## config.mk

```make
export PLATFORM = sky130hd
export DESIGN_NAME = bus_node_switch_config
export DESIGN_NICKNAME = d
export VERILOG_FILES = /design/src/logic/node_cfg_pkg.sv /design/src/logic/bus_node_switch_config.sv /design/src/logic/rate_tick_gen.sv
export SDC_FILE = /design/constraint.sdc
export NUM_CORES = 1
export LEC_CHECK = 0
export BUFFER_PORTS_ARGS = -buffer_cell sky130_fd_sc_hd__clkbuf_2
export CAP_MARGIN = 20
export CORE_MARGIN = 4
export CORE_UTILIZATION = 40
export DETAILED_ROUTE_END_ITERATION = 7
export SETUP_SLACK_MARGIN = 0.4
export SYNTH_ARGS = -nofsm -noshare
export SYNTH_HDL_FRONTEND = slang
export SYNTH_SLANG_ARGS = --single-unit
```

## constraint.sdc

```tcl
create_clock -name aclk -period 8.1 [get_ports aclk]
set_input_delay 1.62 -clock aclk [delete_from_list [all_inputs] [get_ports aclk]]
set_output_delay 1.62 -clock aclk [all_outputs]
set_load 0.005 [all_outputs]
```

## src/logic/node_cfg_pkg.sv

```systemverilog
// Purpose: Shared constants and types for the bus node switch configuration block
// Assumes: 125 MHz aclk, AXI4-Lite register access, switch pin high means ON
// Notes: Register offsets are byte addresses of aligned 32-bit words
package node_cfg_pkg;

	// ----------------------------------------------------------------
	// Clock and timing
	// ----------------------------------------------------------------
	localparam int unsigned CLK_HZ = 125_000_000;
	localparam int unsigned CLK_MHZ = 125;
	localparam int unsigned SWITCH_SETTLE_US = 1000;
	localparam int unsigned SWITCH_SETTLE_CYC = SWITCH_SETTLE_US * CLK_MHZ;
	localparam int unsigned OVERSAMPLE = 16;

	// ----------------------------------------------------------------
	// Widths and field values
	// ----------------------------------------------------------------
	localparam int unsigned ADDR_SW_W = 5;
	localparam int unsigned RATE_SW_W = 2;
	localparam int unsigned NODE_W = 8;
	localparam int unsigned RATE_W = 24;
	localparam logic [ADDR_SW_W-1:0] ADDR_SW_ALL_OFF = 5'h00;
	localparam logic [NODE_W-1:0] NODE_RESERVED = 8'h00;
	localparam logic [NODE_W-1:0] NODE_RST = 8'h00;
	localparam logic [RATE_W-1:0] CUSTOM_RATE_RST = 24'h000000;

	// Rate switch codes: bit 1 is the upper switch, bit 0 the lower
	localparam logic [RATE_SW_W-1:0] RATE_SEL_BOTH_ON = 2'h3;
	localparam logic [RATE_SW_W-1:0] RATE_SEL_UPPER_ON = 2'h2;
	localparam logic [RATE_SW_W-1:0] RATE_SEL_LOWER_ON = 2'h1;
	localparam logic [RATE_SW_W-1:0] RATE_SEL_BOTH_OFF = 2'h0;
	localparam logic [RATE_W-1:0] RATE_9600 = 24'h002580;
	localparam logic [RATE_W-1:0] RATE_19200 = 24'h004b00;
	localparam logic [RATE_W-1:0] RATE_38400 = 24'h009600;
	localparam logic [RATE_W-1:0] RATE_115200 = 24'h01c200;

	// ----------------------------------------------------------------
	// Register map
	// ----------------------------------------------------------------
	localparam logic [3:0] REG_STORED_ADDR = 4'h0;
	localparam logic [3:0] REG_CUSTOM_RATE = 4'h4;
	localparam logic [3:0] REG_STATUS = 4'h8;
	localparam logic [3:0] REG_EFFECTIVE_RATE = 4'hc;
	localparam int unsigned ST_SEL_LSB = 8;
	localparam int unsigned ST_FROM_SW_BIT = 10;
	localparam int unsigned ST_LOCKED_BIT = 11;
	localparam int unsigned ST_CUSTOM_BIT = 12;
	localparam int unsigned ST_ADDR_VALID_BIT = 13;
	localparam logic [1:0] RESP_OKAY = 2'h0;
	localparam logic [1:0] RESP_SLVERR = 2'h2;

	// ----------------------------------------------------------------
	// Types
	// ----------------------------------------------------------------
	typedef struct packed {
		logic locked;
		logic addr_from_switches;
		logic custom_rate_active;
		logic [RATE_SW_W-1:0] rate_sel;
		logic [NODE_W-1:0] node_address;
		logic [RATE_W-1:0] bit_rate;
	} cfg_t;

	typedef enum logic [1:0] {
		SNAP_SETTLE = 2'b01,
		SNAP_LOCKED = 2'b10
	} snap_state_t;

	typedef enum logic [3:0] {
		DRV_IDLE = 4'b0001,
		DRV_WAIT = 4'b0010,
		DRV_ON = 4'b0100,
		DRV_RELEASE = 4'b1000
	} drv_state_t;

endpackage

```

## src/logic/bus_node_switch_config.sv

```systemverilog
// Purpose: Turns address and rate switches into the node's serial bus setup
// Assumes: Switch pins are asynchronous; UART and frame parser sit on aclk
// Notes: Stored address and custom rate live in registers until reset
//
// Design decisions made here: the AXI4-Lite register port and the address map.

// What this block does
// - Five address switches form binary node address
// - Node address zero never answers
// - All address switches off uses stored address
// - Rate switches pick 9600, 19200, 38400, 115200
// - Both on uses stored custom rate, else 9600
// - Half duplex; driver off after each transmission
// - Frames use configured address and bit rate
module bus_node_switch_config #(
	parameter int unsigned SETTLE_CYC = node_cfg_pkg::SWITCH_SETTLE_CYC
) (
	// Clock and reset
	input wire logic aclk,
	input wire logic aresetn,
	// Switch pins
	input wire logic [node_cfg_pkg::ADDR_SW_W-1:0] node_address_switches,
	input wire logic [node_cfg_pkg::RATE_SW_W-1:0] bit_rate_select_switches,
	// AXI4-Lite write
	input wire logic [3:0] s_axi_awaddr,
	input wire logic s_axi_awvalid,
	output logic s_axi_awready,
	input wire logic [31:0] s_axi_wdata,
	input wire logic [3:0] s_axi_wstrb,
	input wire logic s_axi_wvalid,
	output logic s_axi_wready,
	output logic [1:0] s_axi_bresp,
	output logic s_axi_bvalid,
	input wire logic s_axi_bready,
	// AXI4-Lite read
	input wire logic [3:0] s_axi_araddr,
	input wire logic s_axi_arvalid,
	output logic s_axi_arready,
	output logic [31:0] s_axi_rdata,
	output logic [1:0] s_axi_rresp,
	output logic s_axi_rvalid,
	input wire logic s_axi_rready,
	// Frame parser side
	input wire logic frame_addr_valid,
	input wire logic [node_cfg_pkg::NODE_W-1:0] frame_addr,
	output logic frame_addr_match,
	// Transmitter side
	input wire logic tx_request,
	input wire logic tx_done,
	input wire logic rx_busy,
	output logic tx_grant,
	output logic driver_enable,
	// Configuration out
	output node_cfg_pkg::cfg_t cfg,
	output logic bit_tick
);

	// ----------------------------------------------------------------
	// Switch synchronisers
	// ----------------------------------------------------------------
	localparam int unsigned SW_W = node_cfg_pkg::ADDR_SW_W + node_cfg_pkg::RATE_SW_W;

	logic [SW_W-1:0] sw_s1_ff, sw_s2_ff, sw_s3_ff, sw_filt_ff;
	logic [SW_W-1:0] nxt_sw_filt;

	// Bit changes only when stages two and three agree; rejects bounce
	always_comb begin
		nxt_sw_filt = sw_filt_ff;
		for (int i = 0; i < SW_W; i++) begin
			if (sw_s2_ff[i] == sw_s3_ff[i]) begin
				nxt_sw_filt[i] = sw_s3_ff[i];
			end
		end
	end

	always_ff @(posedge aclk) begin
		if (!aresetn) begin
			sw_s1_ff <= '0;
			sw_s2_ff <= '0;
			sw_s3_ff <= '0;
			sw_filt_ff <= '0;
		end else begin
			sw_s1_ff <= {bit_rate_select_switches, node_address_switches};
			sw_s2_ff <= sw_s1_ff;
			sw_s3_ff <= sw_s2_ff;
			sw_filt_ff <= nxt_sw_filt;
		end
	end

	// ----------------------------------------------------------------
	// One-time snapshot after reset
	// ----------------------------------------------------------------
	localparam int unsigned SETTLE_W = $clog2(SETTLE_CYC + 1);

	node_cfg_pkg::snap_state_t snap_ff, nxt_snap;
	logic [SETTLE_W-1:0] settle_ff, nxt_settle;
	logic [SW_W-1:0] snap_sw_ff, nxt_snap_sw;

	// Settle wait lets the synchroniser fill before the value is frozen
	always_comb begin
		nxt_snap = snap_ff;
		nxt_settle = settle_ff;
		nxt_snap_sw = snap_sw_ff;
		case (snap_ff)
			node_cfg_pkg::SNAP_SETTLE: begin
				if (settle_ff == SETTLE_W'(SETTLE_CYC - 1)) begin
					nxt_snap_sw = sw_filt_ff;
					nxt_snap = node_cfg_pkg::SNAP_LOCKED;
				end else begin
					nxt_settle = SETTLE_W'(settle_ff + 1'b1);
				end
			end
			node_cfg_pkg::SNAP_LOCKED: begin
				nxt_snap = node_cfg_pkg::SNAP_LOCKED;
			end
			default: begin
				nxt_snap = node_cfg_pkg::SNAP_SETTLE;
			end
		endcase
	end

	always_ff @(posedge aclk) begin
		if (!aresetn) begin
			snap_ff <= node_cfg_pkg::SNAP_SETTLE;
			settle_ff <= '0;
			snap_sw_ff <= '0;
		end else begin
			snap_ff <= nxt_snap;
			settle_ff <= nxt_settle;
			snap_sw_ff <= nxt_snap_sw;
		end
	end

	// ----------------------------------------------------------------
	// Host-written registers over AXI4-Lite
	// ----------------------------------------------------------------
	logic [node_cfg_pkg::NODE_W-1:0] stored_addr_ff, nxt_stored_addr;
	logic [node_cfg_pkg::RATE_W-1:0] custom_rate_ff, nxt_custom_rate;
	logic aw_held_ff, nxt_aw_held, w_held_ff, nxt_w_held;
	logic [3:0] aw_addr_ff, nxt_aw_addr;
	logic [31:0] w_data_ff, nxt_w_data;
	logic [3:0] w_strb_ff, nxt_w_strb;
	logic bvalid_ff, nxt_bvalid;
	logic [1:0] bresp_ff, nxt_bresp;
	logic rvalid_ff, nxt_rvalid;
	logic [1:0] rresp_ff, nxt_rresp;
	logic [31:0] rdata_ff, nxt_rdata;
	logic [31:0] status_word, wmerged;
	// Declared here because the read path returns the live effective rate
	node_cfg_pkg::cfg_t cfg_ff, nxt_cfg;

	function automatic logic [31:0] merge_bytes(input logic [31:0] old, input logic [31:0] data,
		input logic [3:0] strb);
		logic [31:0] r;
		r = old;
		for (int b = 0; b < 4; b++) begin
			if (strb[b]) begin
				r[b*8 +: 8] = data[b*8 +: 8];
			end
		end
		return r;
	endfunction

	function automatic logic known_reg(input logic [3:0] a);
		return a == node_cfg_pkg::REG_STORED_ADDR || a == node_cfg_pkg::REG_CUSTOM_RATE ||
			a == node_cfg_pkg::REG_STATUS || a == node_cfg_pkg::REG_EFFECTIVE_RATE;
	endfunction

	assign s_axi_awready = !aw_held_ff && !bvalid_ff;
	assign s_axi_wready = !w_held_ff && !bvalid_ff;
	assign s_axi_arready = !rvalid_ff;

	always_comb begin
		nxt_aw_held = aw_held_ff;
		nxt_w_held = w_held_ff;
		nxt_aw_addr = aw_addr_ff;
		nxt_w_data = w_data_ff;
		nxt_w_strb = w_strb_ff;
		nxt_bvalid = bvalid_ff;
		nxt_bresp = bresp_ff;
		nxt_stored_addr = stored_addr_ff;
		nxt_custom_rate = custom_rate_ff;
		wmerged = '0;
		if (s_axi_awvalid && s_axi_awready) begin
			nxt_aw_held = 1'b1;
			nxt_aw_addr = s_axi_awaddr;
		end
		if (s_axi_wvalid && s_axi_wready) begin
			nxt_w_held = 1'b1;
			nxt_w_data = s_axi_wdata;
			nxt_w_strb = s_axi_wstrb;
		end
		if (aw_held_ff && w_held_ff) begin
			nxt_aw_held = 1'b0;
			nxt_w_held = 1'b0;
			nxt_bvalid = 1'b1;
			nxt_bresp = node_cfg_pkg::RESP_OKAY;
			case (aw_addr_ff)
				node_cfg_pkg::REG_STORED_ADDR: begin
					wmerged = merge_bytes(32'(stored_addr_ff), w_data_ff, w_strb_ff);
					nxt_stored_addr = wmerged[node_cfg_pkg::NODE_W-1:0];
				end
				node_cfg_pkg::REG_CUSTOM_RATE: begin
					wmerged = merge_bytes(32'(custom_rate_ff), w_data_ff, w_strb_ff);
					nxt_custom_rate = wmerged[node_cfg_pkg::RATE_W-1:0];
				end
				default: begin
					if (!known_reg(aw_addr_ff)) begin
						nxt_bresp = node_cfg_pkg::RESP_SLVERR;
					end
				end
			endcase
		end
		if (bvalid_ff && s_axi_bready) begin
			nxt_bvalid = 1'b0;
		end
	end

	always_comb begin
		nxt_rvalid = rvalid_ff;
		nxt_rresp = rresp_ff;
		nxt_rdata = rdata_ff;
		if (s_axi_arvalid && s_axi_arready) begin
			nxt_rvalid = 1'b1;
			nxt_rresp = known_reg(s_axi_araddr) ? node_cfg_pkg::RESP_OKAY : node_cfg_pkg::RESP_SLVERR;
			case (s_axi_araddr)
				node_cfg_pkg::REG_STORED_ADDR: nxt_rdata = 32'(stored_addr_ff);
				node_cfg_pkg::REG_CUSTOM_RATE: nxt_rdata = 32'(custom_rate_ff);
				node_cfg_pkg::REG_STATUS: nxt_rdata = status_word;
				node_cfg_pkg::REG_EFFECTIVE_RATE: nxt_rdata = 32'(cfg_ff.bit_rate);
				default: nxt_rdata = '0;
			endcase
		end else if (rvalid_ff && s_axi_rready) begin
			nxt_rvalid = 1'b0;
		end
	end

	always_ff @(posedge aclk) begin
		if (!aresetn) begin
			aw_held_ff <= 1'b0;
			w_held_ff <= 1'b0;
			aw_addr_ff <= '0;
			w_data_ff <= '0;
			w_strb_ff <= '0;
			bvalid_ff <= 1'b0;
			bresp_ff <= node_cfg_pkg::RESP_OKAY;
			rvalid_ff <= 1'b0;
			rresp_ff <= node_cfg_pkg::RESP_OKAY;
			rdata_ff <= '0;
			stored_addr_ff <= node_cfg_pkg::NODE_RST;
			custom_rate_ff <= node_cfg_pkg::CUSTOM_RATE_RST;
		end else begin
			aw_held_ff <= nxt_aw_held;
			w_held_ff <= nxt_w_held;
			aw_addr_ff <= nxt_aw_addr;
			w_data_ff <= nxt_w_data;
			w_strb_ff <= nxt_w_strb;
			bvalid_ff <= nxt_bvalid;
			bresp_ff <= nxt_bresp;
			rvalid_ff <= nxt_rvalid;
			rresp_ff <= nxt_rresp;
			rdata_ff <= nxt_rdata;
			stored_addr_ff <= nxt_stored_addr;
			custom_rate_ff <= nxt_custom_rate;
		end
	end

	assign s_axi_bvalid = bvalid_ff;
	assign s_axi_bresp = bresp_ff;
	assign s_axi_rvalid = rvalid_ff;
	assign s_axi_rresp = rresp_ff;
	assign s_axi_rdata = rdata_ff;

	// ----------------------------------------------------------------
	// Configuration decode
	// ----------------------------------------------------------------
	logic [node_cfg_pkg::ADDR_SW_W-1:0] snap_addr;
	logic [node_cfg_pkg::RATE_SW_W-1:0] snap_rate;

	assign snap_addr = snap_sw_ff[node_cfg_pkg::ADDR_SW_W-1:0];
	assign snap_rate = snap_sw_ff[SW_W-1:node_cfg_pkg::ADDR_SW_W];

	always_comb begin
		nxt_cfg = cfg_ff;
		nxt_cfg.locked = (snap_ff == node_cfg_pkg::SNAP_LOCKED);
		nxt_cfg.rate_sel = snap_rate;
		nxt_cfg.addr_from_switches = (snap_addr != node_cfg_pkg::ADDR_SW_ALL_OFF);
		nxt_cfg.custom_rate_active = 1'b0;
		if (snap_addr != node_cfg_pkg::ADDR_SW_ALL_OFF) begin
			nxt_cfg.node_address = node_cfg_pkg::NODE_W'(snap_addr);
		end else begin
			nxt_cfg.node_address = stored_addr_ff;
		end
		case (snap_rate)
			node_cfg_pkg::RATE_SEL_BOTH_ON: begin
				if (custom_rate_ff != node_cfg_pkg::CUSTOM_RATE_RST) begin
					nxt_cfg.bit_rate = custom_rate_ff;
					nxt_cfg.custom_rate_active = 1'b1;
				end else begin
					nxt_cfg.bit_rate = node_cfg_pkg::RATE_9600;
				end
			end
			node_cfg_pkg::RATE_SEL_UPPER_ON: nxt_cfg.bit_rate = node_cfg_pkg::RATE_19200;
			node_cfg_pkg::RATE_SEL_LOWER_ON: nxt_cfg.bit_rate = node_cfg_pkg::RATE_38400;
			node_cfg_pkg::RATE_SEL_BOTH_OFF: nxt_cfg.bit_rate = node_cfg_pkg::RATE_115200;
			default: nxt_cfg.bit_rate = node_cfg_pkg::RATE_9600;
		endcase
	end

	always_ff @(posedge aclk) begin
		if (!aresetn) begin
			cfg_ff <= '0;
		end else begin
			cfg_ff <= nxt_cfg;
		end
	end

	assign cfg = cfg_ff;

	always_comb begin
		status_word = '0;
		status_word[node_cfg_pkg::NODE_W-1:0] = cfg_ff.node_address;
		status_word[node_cfg_pkg::ST_SEL_LSB +: node_cfg_pkg::RATE_SW_W] = cfg_ff.rate_sel;
		status_word[node_cfg_pkg::ST_FROM_SW_BIT] = cfg_ff.addr_from_switches;
		status_word[node_cfg_pkg::ST_LOCKED_BIT] = cfg_ff.locked;
		status_word[node_cfg_pkg::ST_CUSTOM_BIT] = cfg_ff.custom_rate_active;
		status_word[node_cfg_pkg::ST_ADDR_VALID_BIT] = (cfg_ff.node_address != node_cfg_pkg::NODE_RESERVED);
	end

	// ----------------------------------------------------------------
	// Address match and bit-rate tick
	// ----------------------------------------------------------------
	logic match_ff, nxt_match;

	// Zero is never ours, so a stored zero leaves the node silent
	always_comb begin
		nxt_match = frame_addr_valid && cfg_ff.locked && frame_addr == cfg_ff.node_address &&
			cfg_ff.node_address != node_cfg_pkg::NODE_RESERVED;
	end

	always_ff @(posedge aclk) begin
		if (!aresetn) begin
			match_ff <= 1'b0;
		end else begin
			match_ff <= nxt_match;
		end
	end

	assign frame_addr_match = match_ff;

	logic [27:0] tick_step;
	assign tick_step = 28'(cfg_ff.bit_rate) * 28'(node_cfg_pkg::OVERSAMPLE);

	// Oversampled tick at the configured rate drives the UART
	rate_tick_gen #(
		.MODULUS(node_cfg_pkg::CLK_HZ),
		.ACC_W(28)
	) u_tick (
		.aclk(aclk),
		.aresetn(aresetn),
		.run(cfg_ff.locked),
		.step(tick_step),
		.tick(bit_tick)
	);

	// ----------------------------------------------------------------
	// Half-duplex driver control
	// ----------------------------------------------------------------
	node_cfg_pkg::drv_state_t drv_ff, nxt_drv;

	// Driver only turns on while the receiver sees a quiet line
	always_comb begin
		nxt_drv = drv_ff;
		case (drv_ff)
			node_cfg_pkg::DRV_IDLE: begin
				if (tx_request && cfg_ff.locked) begin
					nxt_drv = node_cfg_pkg::DRV_WAIT;
				end
			end
			node_cfg_pkg::DRV_WAIT: begin
				if (!rx_busy) begin
					nxt_drv = node_cfg_pkg::DRV_ON;
				end
			end
			node_cfg_pkg::DRV_ON: begin
				if (tx_done) begin
					nxt_drv = node_cfg_pkg::DRV_RELEASE;
				end
			end
			node_cfg_pkg::DRV_RELEASE: begin
				nxt_drv = node_cfg_pkg::DRV_IDLE;
			end
			default: begin
				nxt_drv = node_cfg_pkg::DRV_IDLE;
			end
		endcase
	end

	always_ff @(posedge aclk) begin
		if (!aresetn) begin
			drv_ff <= node_cfg_pkg::DRV_IDLE;
		end else begin
			drv_ff <= nxt_drv;
		end
	end

	assign driver_enable = (drv_ff == node_cfg_pkg::DRV_ON);
	assign tx_grant = (drv_ff == node_cfg_pkg::DRV_ON);

endmodule // bus_node_switch_config

```

## src/logic/rate_tick_gen.sv

```systemverilog
// Purpose: Phase accumulator that emits one-cycle pulses at a programmable rate
// Assumes: step below modulus
// Notes: No divider needed; mean rate is exact, jitter is one clock
module rate_tick_gen #(
	parameter int unsigned MODULUS = 125_000_000,
	parameter int unsigned ACC_W = 28
) (
	// Clock and reset
	input wire logic aclk,
	input wire logic aresetn,
	// Rate control
	input wire logic run,
	input wire logic [ACC_W-1:0] step,
	// Tick out
	output logic tick
);

	localparam logic [ACC_W-1:0] MOD_V = ACC_W'(MODULUS);

	logic [ACC_W-1:0] acc_ff;
	logic [ACC_W-1:0] nxt_acc;
	logic tick_ff;
	logic nxt_tick;
	logic [ACC_W:0] sum;

	always_comb begin
		sum = {1'b0, acc_ff} + {1'b0, step};
		nxt_acc = acc_ff;
		nxt_tick = 1'b0;
		if (!run) begin
			nxt_acc = '0;
		end else if (sum >= {1'b0, MOD_V}) begin
			nxt_acc = ACC_W'(sum - {1'b0, MOD_V});
			nxt_tick = 1'b1;
		end else begin
			nxt_acc = sum[ACC_W-1:0];
		end
	end

	always_ff @(posedge aclk) begin
		if (!aresetn) begin
			acc_ff <= '0;
			tick_ff <= 1'b0;
		end else begin
			acc_ff <= nxt_acc;
			tick_ff <= nxt_tick;
		end
	end

	assign tick = tick_ff;

endmodule // rate_tick_gen

```

==> run_results.csv, run 1 <==
group,metric,value,unit
route,wl_per_cell,16.7,um
sta,finalCriticalPeriod,4310,ps
worst_setup_path,r2r_start,"cfg[0]",
floorplanning,top_level_ports,152,
sta,clock.fmax,0.232,GHz
logic_synthesis,ys_async_sr_fraction,0,%
cts,clockBufferDepth,3,
final_layout,nNetsFinal,1413,
floorplanning,fp.dieArea,28100,um2
logic_synthesis,muxShareOfSynthArea,2.98,%
final_layout,instances_no_fill,1661,
power_and_ir_drop,switching_share,23.6,%
route,avgViaCountPerCell,5.38,
cts,hold_buffers,0,
min_path,hold_class,"flip-flop to flip-flop",
global_route,track_usage,18.9,%
power_and_ir_drop,p_comb_share,6.3,%
global_route,grt_pass1_wl,44500,um
place,hpwl,20200,um
worst_setup_path,path_class,"flip-flop to flip-flop",
logic_synthesis,synth-simple-area-share,23.2,%
cts,h-tree-depth,1,
logic_synthesis,synth_top_family_by_area,"simple AND/OR/NAND/NOR gates",
cts,path_clk_slew,60,ps
route,first_iter_violations,585,
logic_synthesis,synthesis.area,10200,um2
cts,root_buffer,"clkbuf_16",
global_route,grt_max_degree,99,
logic_synthesis,synthCells,1222,
power_and_ir_drop,ir_worst_vdd,0.000152,V
cts,insertion_delay,510,ps
logic_synthesis,ys_warn_count,0,
cts,cts_sinks,214,
final_layout,diodes,0,
logic_synthesis,avgSynthCellArea,8.35,um2
logic_synthesis,synthXorXnorAreaFrac,3.70,%
job,maxCapViolCount,0,
power_and_ir_drop,clock_power_share,45.6,%
worst_setup_path,startpoint,"cfg[0]",
power_and_ir_drop,p_int,1.76,mW
worst_setup_path,critPathArrivalTime,4710,ps
power_and_ir_drop,p_leak,4.71,nW
worst_setup_path,critPathMaxFanout,15,
final_layout,fill_cells,2536,
logic_synthesis,synthAdderAreaFrac,3.75,%
route,ant_nets,0,
final_layout,post-route-util,46.8,%
logic_synthesis,synthFlopType,"dfxtp_1",
sta,fin_worst_skew,9.55,ps
global_route,gr-total-overflow,0,
logic_synthesis,synth_compound_area_share,19.8,%
logic_synthesis,ys_seq_elements,214,
floorplanning,initial_core_util,40.6,%
floorplanning,std_cell_rows,58,
route,first_pass_iters,5,
final_layout,drive_gt1_share,16.2,%
power_and_ir_drop,p_per_area,196,nW/um2
sta,slew_violations,0,
logic_synthesis,synthTopCellsByArea,"dfxtp_1 (42%), a21oi_1 (7.1%), nand2_1 (6.2%)",
power_and_ir_drop,p_seq_share,48.1,%
route,drc,0,
sta,fin_setup_tns,0,ps
final_layout,design_area,11800,um2
min_path,min_from,"sw_s1_ff[2]",
sta,period_share,53.2,%
final_layout,syn_to_final_growth,15.1,%
sta,max_slew_margin,28.2,%
cts,cts_buffers,24,
place,port_buffers,132,
cts,cts_resized,0,
global_route,antenna_found_initial,0,
sta,rsz0062_at_grt,"no",
logic_synthesis,yosys.cell_types.count,80,
cts,cts_tree,"built",
worst_setup_path,start_kind,"flip-flop",
floorplanning,core,25100,um2
place,place_congestion,0.861,
place,place_area,11000,um2
run_status,run_status,"finished clean",
route,wl,27800,um
global_route,grt_pass1_vias,8472,
floorplanning,fp.dieH,168,um
logic_synthesis,synth_edf_count,0,
floorplanning,die_x,168,um
logic_synthesis,synth_top_area_share,42.0,%
worst_setup_path,cp_data_required_time,8500,ps
logic_synthesis,yosys.area.top_type,"dfxtp_1",
sta,worstMarginPinSlew,1070,ps
route,dr_total_vias,8944,
power_and_ir_drop,p_sw,0.543,mW
cts,cts_setup_buffers,0,
place,dp_cells,1616,
sta,hold_violations,0,
logic_synthesis,yosysSeqAreaShare,42.0,%
sta,setup_violations,0,
worst_setup_path,endpoint_kind,"flip-flop",
==> Yosys cell counts, types with 4 or more instances <==
cell and instances:
nand2_1 168, buf_4 15, nor3_1 22, a22oi_1 33, a31oi_1 8, dfxtp_1 214
a21oi_1 144, or2_2 5, a211oi_1 6, nand2b_1 9, mux2i_1 27, or4_1 6
a21o_1 11, and3_1 16, xor2_1 17, nand4_1 18, o211ai_1 9, buf_1 4
inv_1 20, o31ai_1 8, nor4_1 15, buf_2 13, xnor2_1 23, nor2_1 119
o21ai_0 29, or3_1 7, nor4b_1 5, o311ai_0 4, and2_1 40, ha_1 29
clkbuf_1 49, nand3_1 52
==> worst max-delay path, stage by stage, from the launching register on <==
cell and delay [ps]:
dfxtp_1 340, ha_1 260, fa_1 470, a21o_1 250, a221oi_2 460, o21bai_1 220
xor2_1 400, o211ai_1 170, a21oi_1 430, o2111a_1 610, nor2_1 230, o31ai_1 360
==> cells by family (layout without fill, tap and decap cells) <==
kind of cell,count (synthesis),in the layout
DFF,214,214
muxes,30,30
and+or+nand+nor,498,498
buffers and inverters,103,203
AOI/OAI and AO/OA,305,305
adders and majority gates,30,30
other,1,10
xor gates and xnor gates,41,41
==> through the flow <==
| stage | hold slack (ps) | power (mW) | setup WS (ps) |
|---|---|---|---|
| final | 432 | 2.30 | 3790 |
| after global routing | 452 | 2.39 | 3570 |
| after CTS | 437 | 2.33 | 3770 |
| after detailed placement | 422 | 1.27 | 3770 |
| after global placement | 416 | 1.27 | 3780 |
| after floorplan | 412 | 1.23 | 4740 |
==> cells in the final DEF, fill, tap and decap left out, types with 7 or more instances in the layout <==
master,n
a21o_1,11
nand2_1,168
a31oi_1,8
mux2i_1,27
a22oi_1,33
o21ai_0,29
and2_1,40
nor2_1,119
xor2_1,17
nor3_1,22
clkinv_2,8
nor4_1,15
nand3_1,52
nand2b_1,9
clkbuf_16,25
xnor2_1,23
nand4_1,18
conb_1,10
clkbuf_2,132
o211ai_1,9
a21oi_1,144
and3_1,16
or3_1,7
dfxtp_1,214
o31ai_1,8
inv_1,20
ha_1,29
==> final timing paths <==
| path | depth (start not counted) | slack, ps | endpoint |
|---|---|---|---|
| hold / removal | 1 | 430 | sw_s2_ff[2] |
| setup / recovery | 11 | 3790 | u_tick.acc_ff[25] |
| hold reg to reg | 1 | 430 | sw_s2_ff[2] |
| setup reg to reg | 11 | 3790 | u_tick.acc_ff[25] |
==> power groups by stage <==
stage / Sequential [mW] / Clock, mW / Combinational, mW
floorplan: 1.12 / 0 / 0.110
global placement: 1.13 / 0 / 0.142
detailed placement: 1.13 / 0 / 0.145
CTS: 1.11 / 1.08 / 0.146
global route: 1.11 / 1.12 / 0.164
finish: 1.11 / 1.05 / 0.145
==> sequential cells by signal, summed over array words and instances, names as in the netlist, 2 cells and up <==
name and cells:
sw_s1_ff 7, stored_addr_ff 8, drv_ff 4, snap_sw_ff 7
snap_ff 2, w_data_ff 24, w_strb_ff 3, sw_s3_ff 7
custom_rate_ff 24, aw_addr_ff 4, settle_ff 17, sw_s2_ff 7
s_axi_rdata 24, u_tick.acc_ff 24, cfg 37, sw_filt_ff 7
==> per-layer routing <==
layer	vias up	global-route usage, %	part of all wire, %
li1	4511	-	-
met1	4207	25.8	46
met2	199	31.6	47
met3	27	3.12	5.1
met4	0	4.52	1.5
met5	-	0	0
==> area by class of cell <==
type	instances	area [um2]	share of cell area, %
Timing Repair Buffer	138	706	6.01
Inverter	21	81.3	0.692
Clock buffer	33	686	5.84
Multi-Input combinational cell	914	5500	46.8
Clock inverter	11	85.1	0.724
Sequential cell	214	4280	36.5
Tap cell	330	413	3.51
Note: power is estimated with default switching activity, not from simulation.
==> run 2: changes to the inputs <==
==> constraint.sdc (replaced) <==
create_clock -name aclk -period 3.8 [get_ports aclk]
set_input_delay 0.76 -clock aclk [delete_from_list [all_inputs] [get_ports aclk]]
set_output_delay 0.76 -clock aclk [all_outputs]
set_load 0.005 [all_outputs]
==> run 2 against run 1 <==
Against the previous run:
- register-to-register slack lost 3400 ps
- largest cell class unchanged
- via count grew 4.7%
- cell count grew 3.6%
==> run_results.csv, run 2 (same netlist as run 1, synthesis figures left out) <==
group,metric,value,unit
run_status,run_status,"finished clean",
sta,fin_setup_tns,0,ps
cts,cts_sinks,214,
route,first_iter_violations,760,
final_layout,syn_to_final_growth,23.5,%
global_route,gr-total-overflow,0,
route,wl_per_cell,16.8,um
route,first_pass_iters,7,
worst_setup_path,critPathArrivalTime,3820,ps
sta,setup_violations,0,
power_and_ir_drop,switching_share,22.2,%
place,port_buffers,132,
worst_setup_path,cp_data_required_time,4200,ps
cts,insertion_delay,500,ps
sta,hold_violations,0,
power_and_ir_drop,clock_power_share,48.3,%
final_layout,multi_input_area,5760,um2
route,dr_total_vias,9365,
sta,period_share,89.9,%
final_layout,fill_cells,2491,
floorplanning,initial_core_util,40.6,%
final_layout,final_common_cell,"dfxtp_1",
final_layout,post-route-util,50.2,%
global_route,grt_pass1_wl,45500,um
floorplanning,std_cell_rows,58,
power_and_ir_drop,p_seq_share,45.4,%
job,maxCapViolCount,0,
worst_setup_path,endpoint_kind,"flip-flop",
worst_setup_path,path_class,"flip-flop to flip-flop",
final_layout,largest_reg_flops,37,
floorplanning,fp.dieH,168,um
sta,slew_violations,0,
route,wl,28900,um
final_layout,nNetsFinal,1474,
sta,clock.fmax,0.293,GHz
power_and_ir_drop,ir_worst_vdd,0.000342,V
power_and_ir_drop,p_sw,1.15,mW
power_and_ir_drop,p_leak,5.09,nW
place,place_ws,162,ps
cts,path_clk_slew,60,ps
cts,hold_buffers,0,
cts,cts_buffers,23,
sta,max_slew_margin,28.2,%
floorplanning,core,25100,um2
sta,layout_setup_ws,384,ps
worst_setup_path,start_kind,"flip-flop",
power_and_ir_drop,p_int,4.04,mW
power_and_ir_drop,p_per_area,411,nW/um2
power_and_ir_drop,p_comb_share,6.2,%
place,hpwl,21200,um
route,avgViaCountPerCell,5.44,
floorplanning,die_x,168,um
final_layout,drive_gt1_share,22.9,%
sta,rsz0062_at_grt,"yes",
cts,clockBufferDepth,3,
sta,worstMarginPinSlew,1070,ps
final_layout,seq_area,4290,um2
cts,cts_tree,"built",
place,place_congestion,0.879,
min_path,hold_class,"flip-flop to flip-flop",
cts,h-tree-depth,1,
global_route,grt_max_degree,69,
floorplanning,top_level_ports,152,
sta,finalCriticalPeriod,3420,ps
global_route,grt_pass1_vias,8605,
route,drc,0,
route,ant_nets,0,
floorplanning,fp.dieArea,28100,um2
global_route,track_usage,19.5,%
cts,root_buffer,"clkbuf_16",
final_layout,final_cell_mix,"dfxtp_1 (212), nand2_1 (167), clkbuf_2 (132), a21oi_1 (131), nor2_1 (118)",
sta,fin_worst_skew,11.4,ps
worst_setup_path,critPathMaxFanout,5,
global_route,antenna_found_initial,0,
==> run 2: cell types whose count changed in the layout (fill, tap and decap cells not counted), sizes merged <==
cell,previous run,this run
clkinv,8,4
diode,0,1
clkbuf,165,160
bufinv,1,7
buf,6,68
==> run 2: what timing repair did <==
| action | 4_1_cts | 5_1_grt |
|---|---|---|
| endpoints found under the setup margin | 22 | 23 |
| gates resized for setup | 16 | 48 |
| pin swaps | 9 | 22 |
| setup buffers | 7 | 7 |
| hold endpoints to repair | 0 | 0 |
==> run 2: metal layers <==
layer / track usage (%) / wire length (um)
met1: 27.3 / 13000
met5: 0 / 0
met2: 31.1 / 13400
met4: 4.87 / 574
met3: 3.66 / 1990
==> run 2: metrics by stage <==
stage	total power, mW	hold WS [ps]	std cells	instance area, um2
2_1_floorplan	2.62	412	1231	10200
3_3_place_gp	2.72	415	1665	11400
3_5_place_dp	2.73	423	1665	11400
4_1_cts	5.23	426	1713	12300
5_1_grt	5.37	428	1720	12600
6_report	5.19	433	1721	12600
==> run 2: path summary, 6_finish.rpt <==
path / startpoint / slack (ps) / cells past startpoint / end
max: cfg[0] / 380 / 11 / u_tick.acc_ff[17]
min: sw_s1_ff[0] / 430 / 1 / sw_s2_ff[0]
max reg2reg: cfg[0] / 380 / 11 / u_tick.acc_ff[17]
min reg2reg: sw_s1_ff[0] / 430 / 1 / sw_s2_ff[0]
==> run 2: critical path: stages (launching register included) <==
cell       delay [ps]
dfxtp_4           360
ha_4              170
fa_2              360
a21o_1            210
a221o_1           410
a21o_1            200
a311oi_2          340
nor3b_4           270
a21o_2            200
o2111ai_4         180
or4_4             530
o311ai_2           80
==> run 2: final cells by class <==
cell class	count	area share (%)
antenna	1	0.0198
multi-input combinational	914	45.7
timing repair buffer	200	9.65
clock buffer	28	4.79
sequential	214	34.0
inverter	21	0.645
clock inverter	13	1.95
tap	330	3.27
==> run 2: power by group through the flow <==
stage	Clock, mW	Sequential (mW)	Combinational (mW)
after detailed placement	0	2.41	0.321
after global placement	0	2.41	0.314
after CTS	2.55	2.36	0.324
after floorplan	0	2.39	0.234
after global routing	2.64	2.37	0.364
final	2.51	2.36	0.323
==> run 3: changes to the inputs <==
--- a/config.mk
+++ b/config.mk
@@ -7,7 +7,6 @@
 export LEC_CHECK = 0
 export BUFFER_PORTS_ARGS = -buffer_cell sky130_fd_sc_hd__clkbuf_2
 export CAP_MARGIN = 20
-export CORE_MARGIN = 4
 export CORE_UTILIZATION = 40
 export DETAILED_ROUTE_END_ITERATION = 7
 export SETUP_SLACK_MARGIN = 0.4
==> run 3 against run 2 <==
Against the previous run:
- non-clock buffer count shrank 3
- die area shrank 7.0%
- utilization shrank 0.52 points
- register-to-register slack gained 90 ps
- clock-buffer cell count grew 3
- sequential cell count is the same
- largest power group is now sequential cells
- highest routed layer unchanged
==> run_results.csv, run 3 (same netlist as run 1, synthesis figures left out) <==
group,metric,value,unit
floorplanning,core,25100,um2
sta,rsz0062_at_grt,"yes",
global_route,gr-total-overflow,0,
final_layout,fill_cells,2454,
power_and_ir_drop,switching_share,22.8,%
power_and_ir_drop,ir_worst_vdd,0.000297,V
cts,cts_buffers,23,
sta,clock.fmax,0.300,GHz
final_layout,diodes,0,
power_and_ir_drop,p_leak,5.03,nW
route,dr_total_vias,9216,
final_layout,drive_gt1_share,22.4,%
sta,finalCriticalPeriod,3330,ps
sta,layout_setup_ws,471,ps
power_and_ir_drop,p_int,3.88,mW
cts,insertion_delay,510,ps
worst_setup_path,start_kind,"flip-flop",
final_layout,final_cell_mix,"dfxtp_1 (212), nand2_1 (166), a21oi_1 (135), clkbuf_2 (132), nor2_1 (118)",
final_layout,seq_area,4290,um2
power_and_ir_drop,p_per_area,402,nW/um2
route,first_iter_violations,658,
cts,root_buffer,"clkbuf_16",
global_route,grt_pass1_wl,44900,um
power_and_ir_drop,p_sw,1.14,mW
worst_setup_path,critPathMaxFanout,9,
floorplanning,std_cell_rows,58,
sta,fin_worst_skew,10.5,ps
power_and_ir_drop,p_seq_share,46.9,%
route,ant_nets,0,
sta,max_slew_margin,25.7,%
min_path,hold_class,"input port to flip-flop",
worst_setup_path,reg2reg_slack,470,ps
floorplanning,initial_core_util,40.6,%
place,hpwl,20800,um
cts,cts_tree,"built",
place,place_ws,170,ps
route,wl_per_cell,16.5,um
floorplanning,top_level_ports,152,
final_layout,largest_reg_flops,37,
global_route,grt_max_degree,62,
cts,h-tree-depth,1,
place,place_congestion,0.866,
sta,hold_violations,0,
place,port_buffers,132,
route,wl,28300,um
global_route,track_usage,21.2,%
sta,period_share,87.6,%
worst_setup_path,cp_data_required_time,4160,ps
worst_setup_path,endpoint_kind,"flip-flop",
final_layout,syn_to_final_growth,22.3,%
floorplanning,fp.dieH,162,um
final_layout,final_common_cell,"dfxtp_1",
worst_setup_path,path_class,"flip-flop to flip-flop",
worst_setup_path,critPathArrivalTime,3690,ps
global_route,antenna_found_initial,0,
power_and_ir_drop,p_comb_share,6.4,%
final_layout,multi_input_area,5720,um2
job,maxCapViolCount,0,
power_and_ir_drop,clock_power_share,46.7,%
sta,setup_violations,0,
cts,clockBufferDepth,3,
route,avgViaCountPerCell,5.37,
run_status,run_status,"finished clean",
route,first_pass_iters,5,
final_layout,nNetsFinal,1471,
cts,path_clk_slew,60,ps
sta,fin_setup_tns,0,ps
sta,worstMarginPinSlew,1100,ps
sta,slew_violations,0,
cts,cts_sinks,214,
floorplanning,fp.dieArea,26200,um2
floorplanning,die_x,162,um
route,drc,0,
global_route,grt_pass1_vias,8526,
## run 3: power by group through the flow
stage                     sequential [mW]  clock [mW]  combinational, mW
final                                2.36        2.34              0.321
after CTS                            2.36        2.40              0.322
after global routing                 2.37        2.51              0.362
after detailed placement             2.41           0              0.320
after global placement               2.41           0              0.314
after floorplan                      2.39           0              0.234
## run 3: timing repair
action	in CTS	in global routing
resized for setup	13	44
hold endpoints to repair	0	0
pin swaps	9	17
hold buffers	0	0
buffers inserted	5	9
cloned	0	0
endpoints found under the setup margin	22	23
## run 3: area by class of cell
| class | instances | share of cell area (%) |
|---|---|---|
| clock buffer | 31 | 5.09 |
| inverter | 21 | 0.652 |
| tap | 330 | 3.31 |
| timing repair buffer | 197 | 9.44 |
| sequential | 214 | 34.4 |
| multi-input combinational | 914 | 45.8 |
| clock inverter | 10 | 1.29 |
## run 3: per-stage QoR
stage	hold slack [ps]	area (um2)	cells	total power, mW	util [%]
floorplan	412	10200	1231	2.62	-
global placement	415	11300	1662	2.72	45.1
detailed placement	420	11300	1662	2.73	45.1
CTS	408	12200	1708	5.08	48.7
global route	418	12500	1717	5.23	49.7
finish	426	12500	1717	5.02	49.7
## run 3: metal layers
metal  up-vias  global-route usage (%)  routed length [um]
met3        31                    3.09                1610
met2       211                    33.5               12900
met4         0                    5.62                 448
li1       4616                       -                   -
met5         -                       0                   0
met1      4358                    30.0               13400
## run 3: critical path, cell delays in order (launching register included)
cell	delay (ps)
dfxtp_1	360
ha_1	480
a21o_1	180
a21oi_1	90
o21ai_0	880
o41ai_4	190
xnor2_4	300
o2111a_2	380
mux2i_1	210
o311ai_1	110
## run 3: worst paths after layout
path / from / end / cells after the start
setup / recovery: cfg[15] / u_tick.acc_ff[11] / 9
hold reg to reg: sw_s1_ff[3] / sw_s2_ff[3] / 1
hold / removal: s_axi_rready / s_axi_rvalid / 2
setup reg to reg: cfg[15] / u_tick.acc_ff[11] / 9
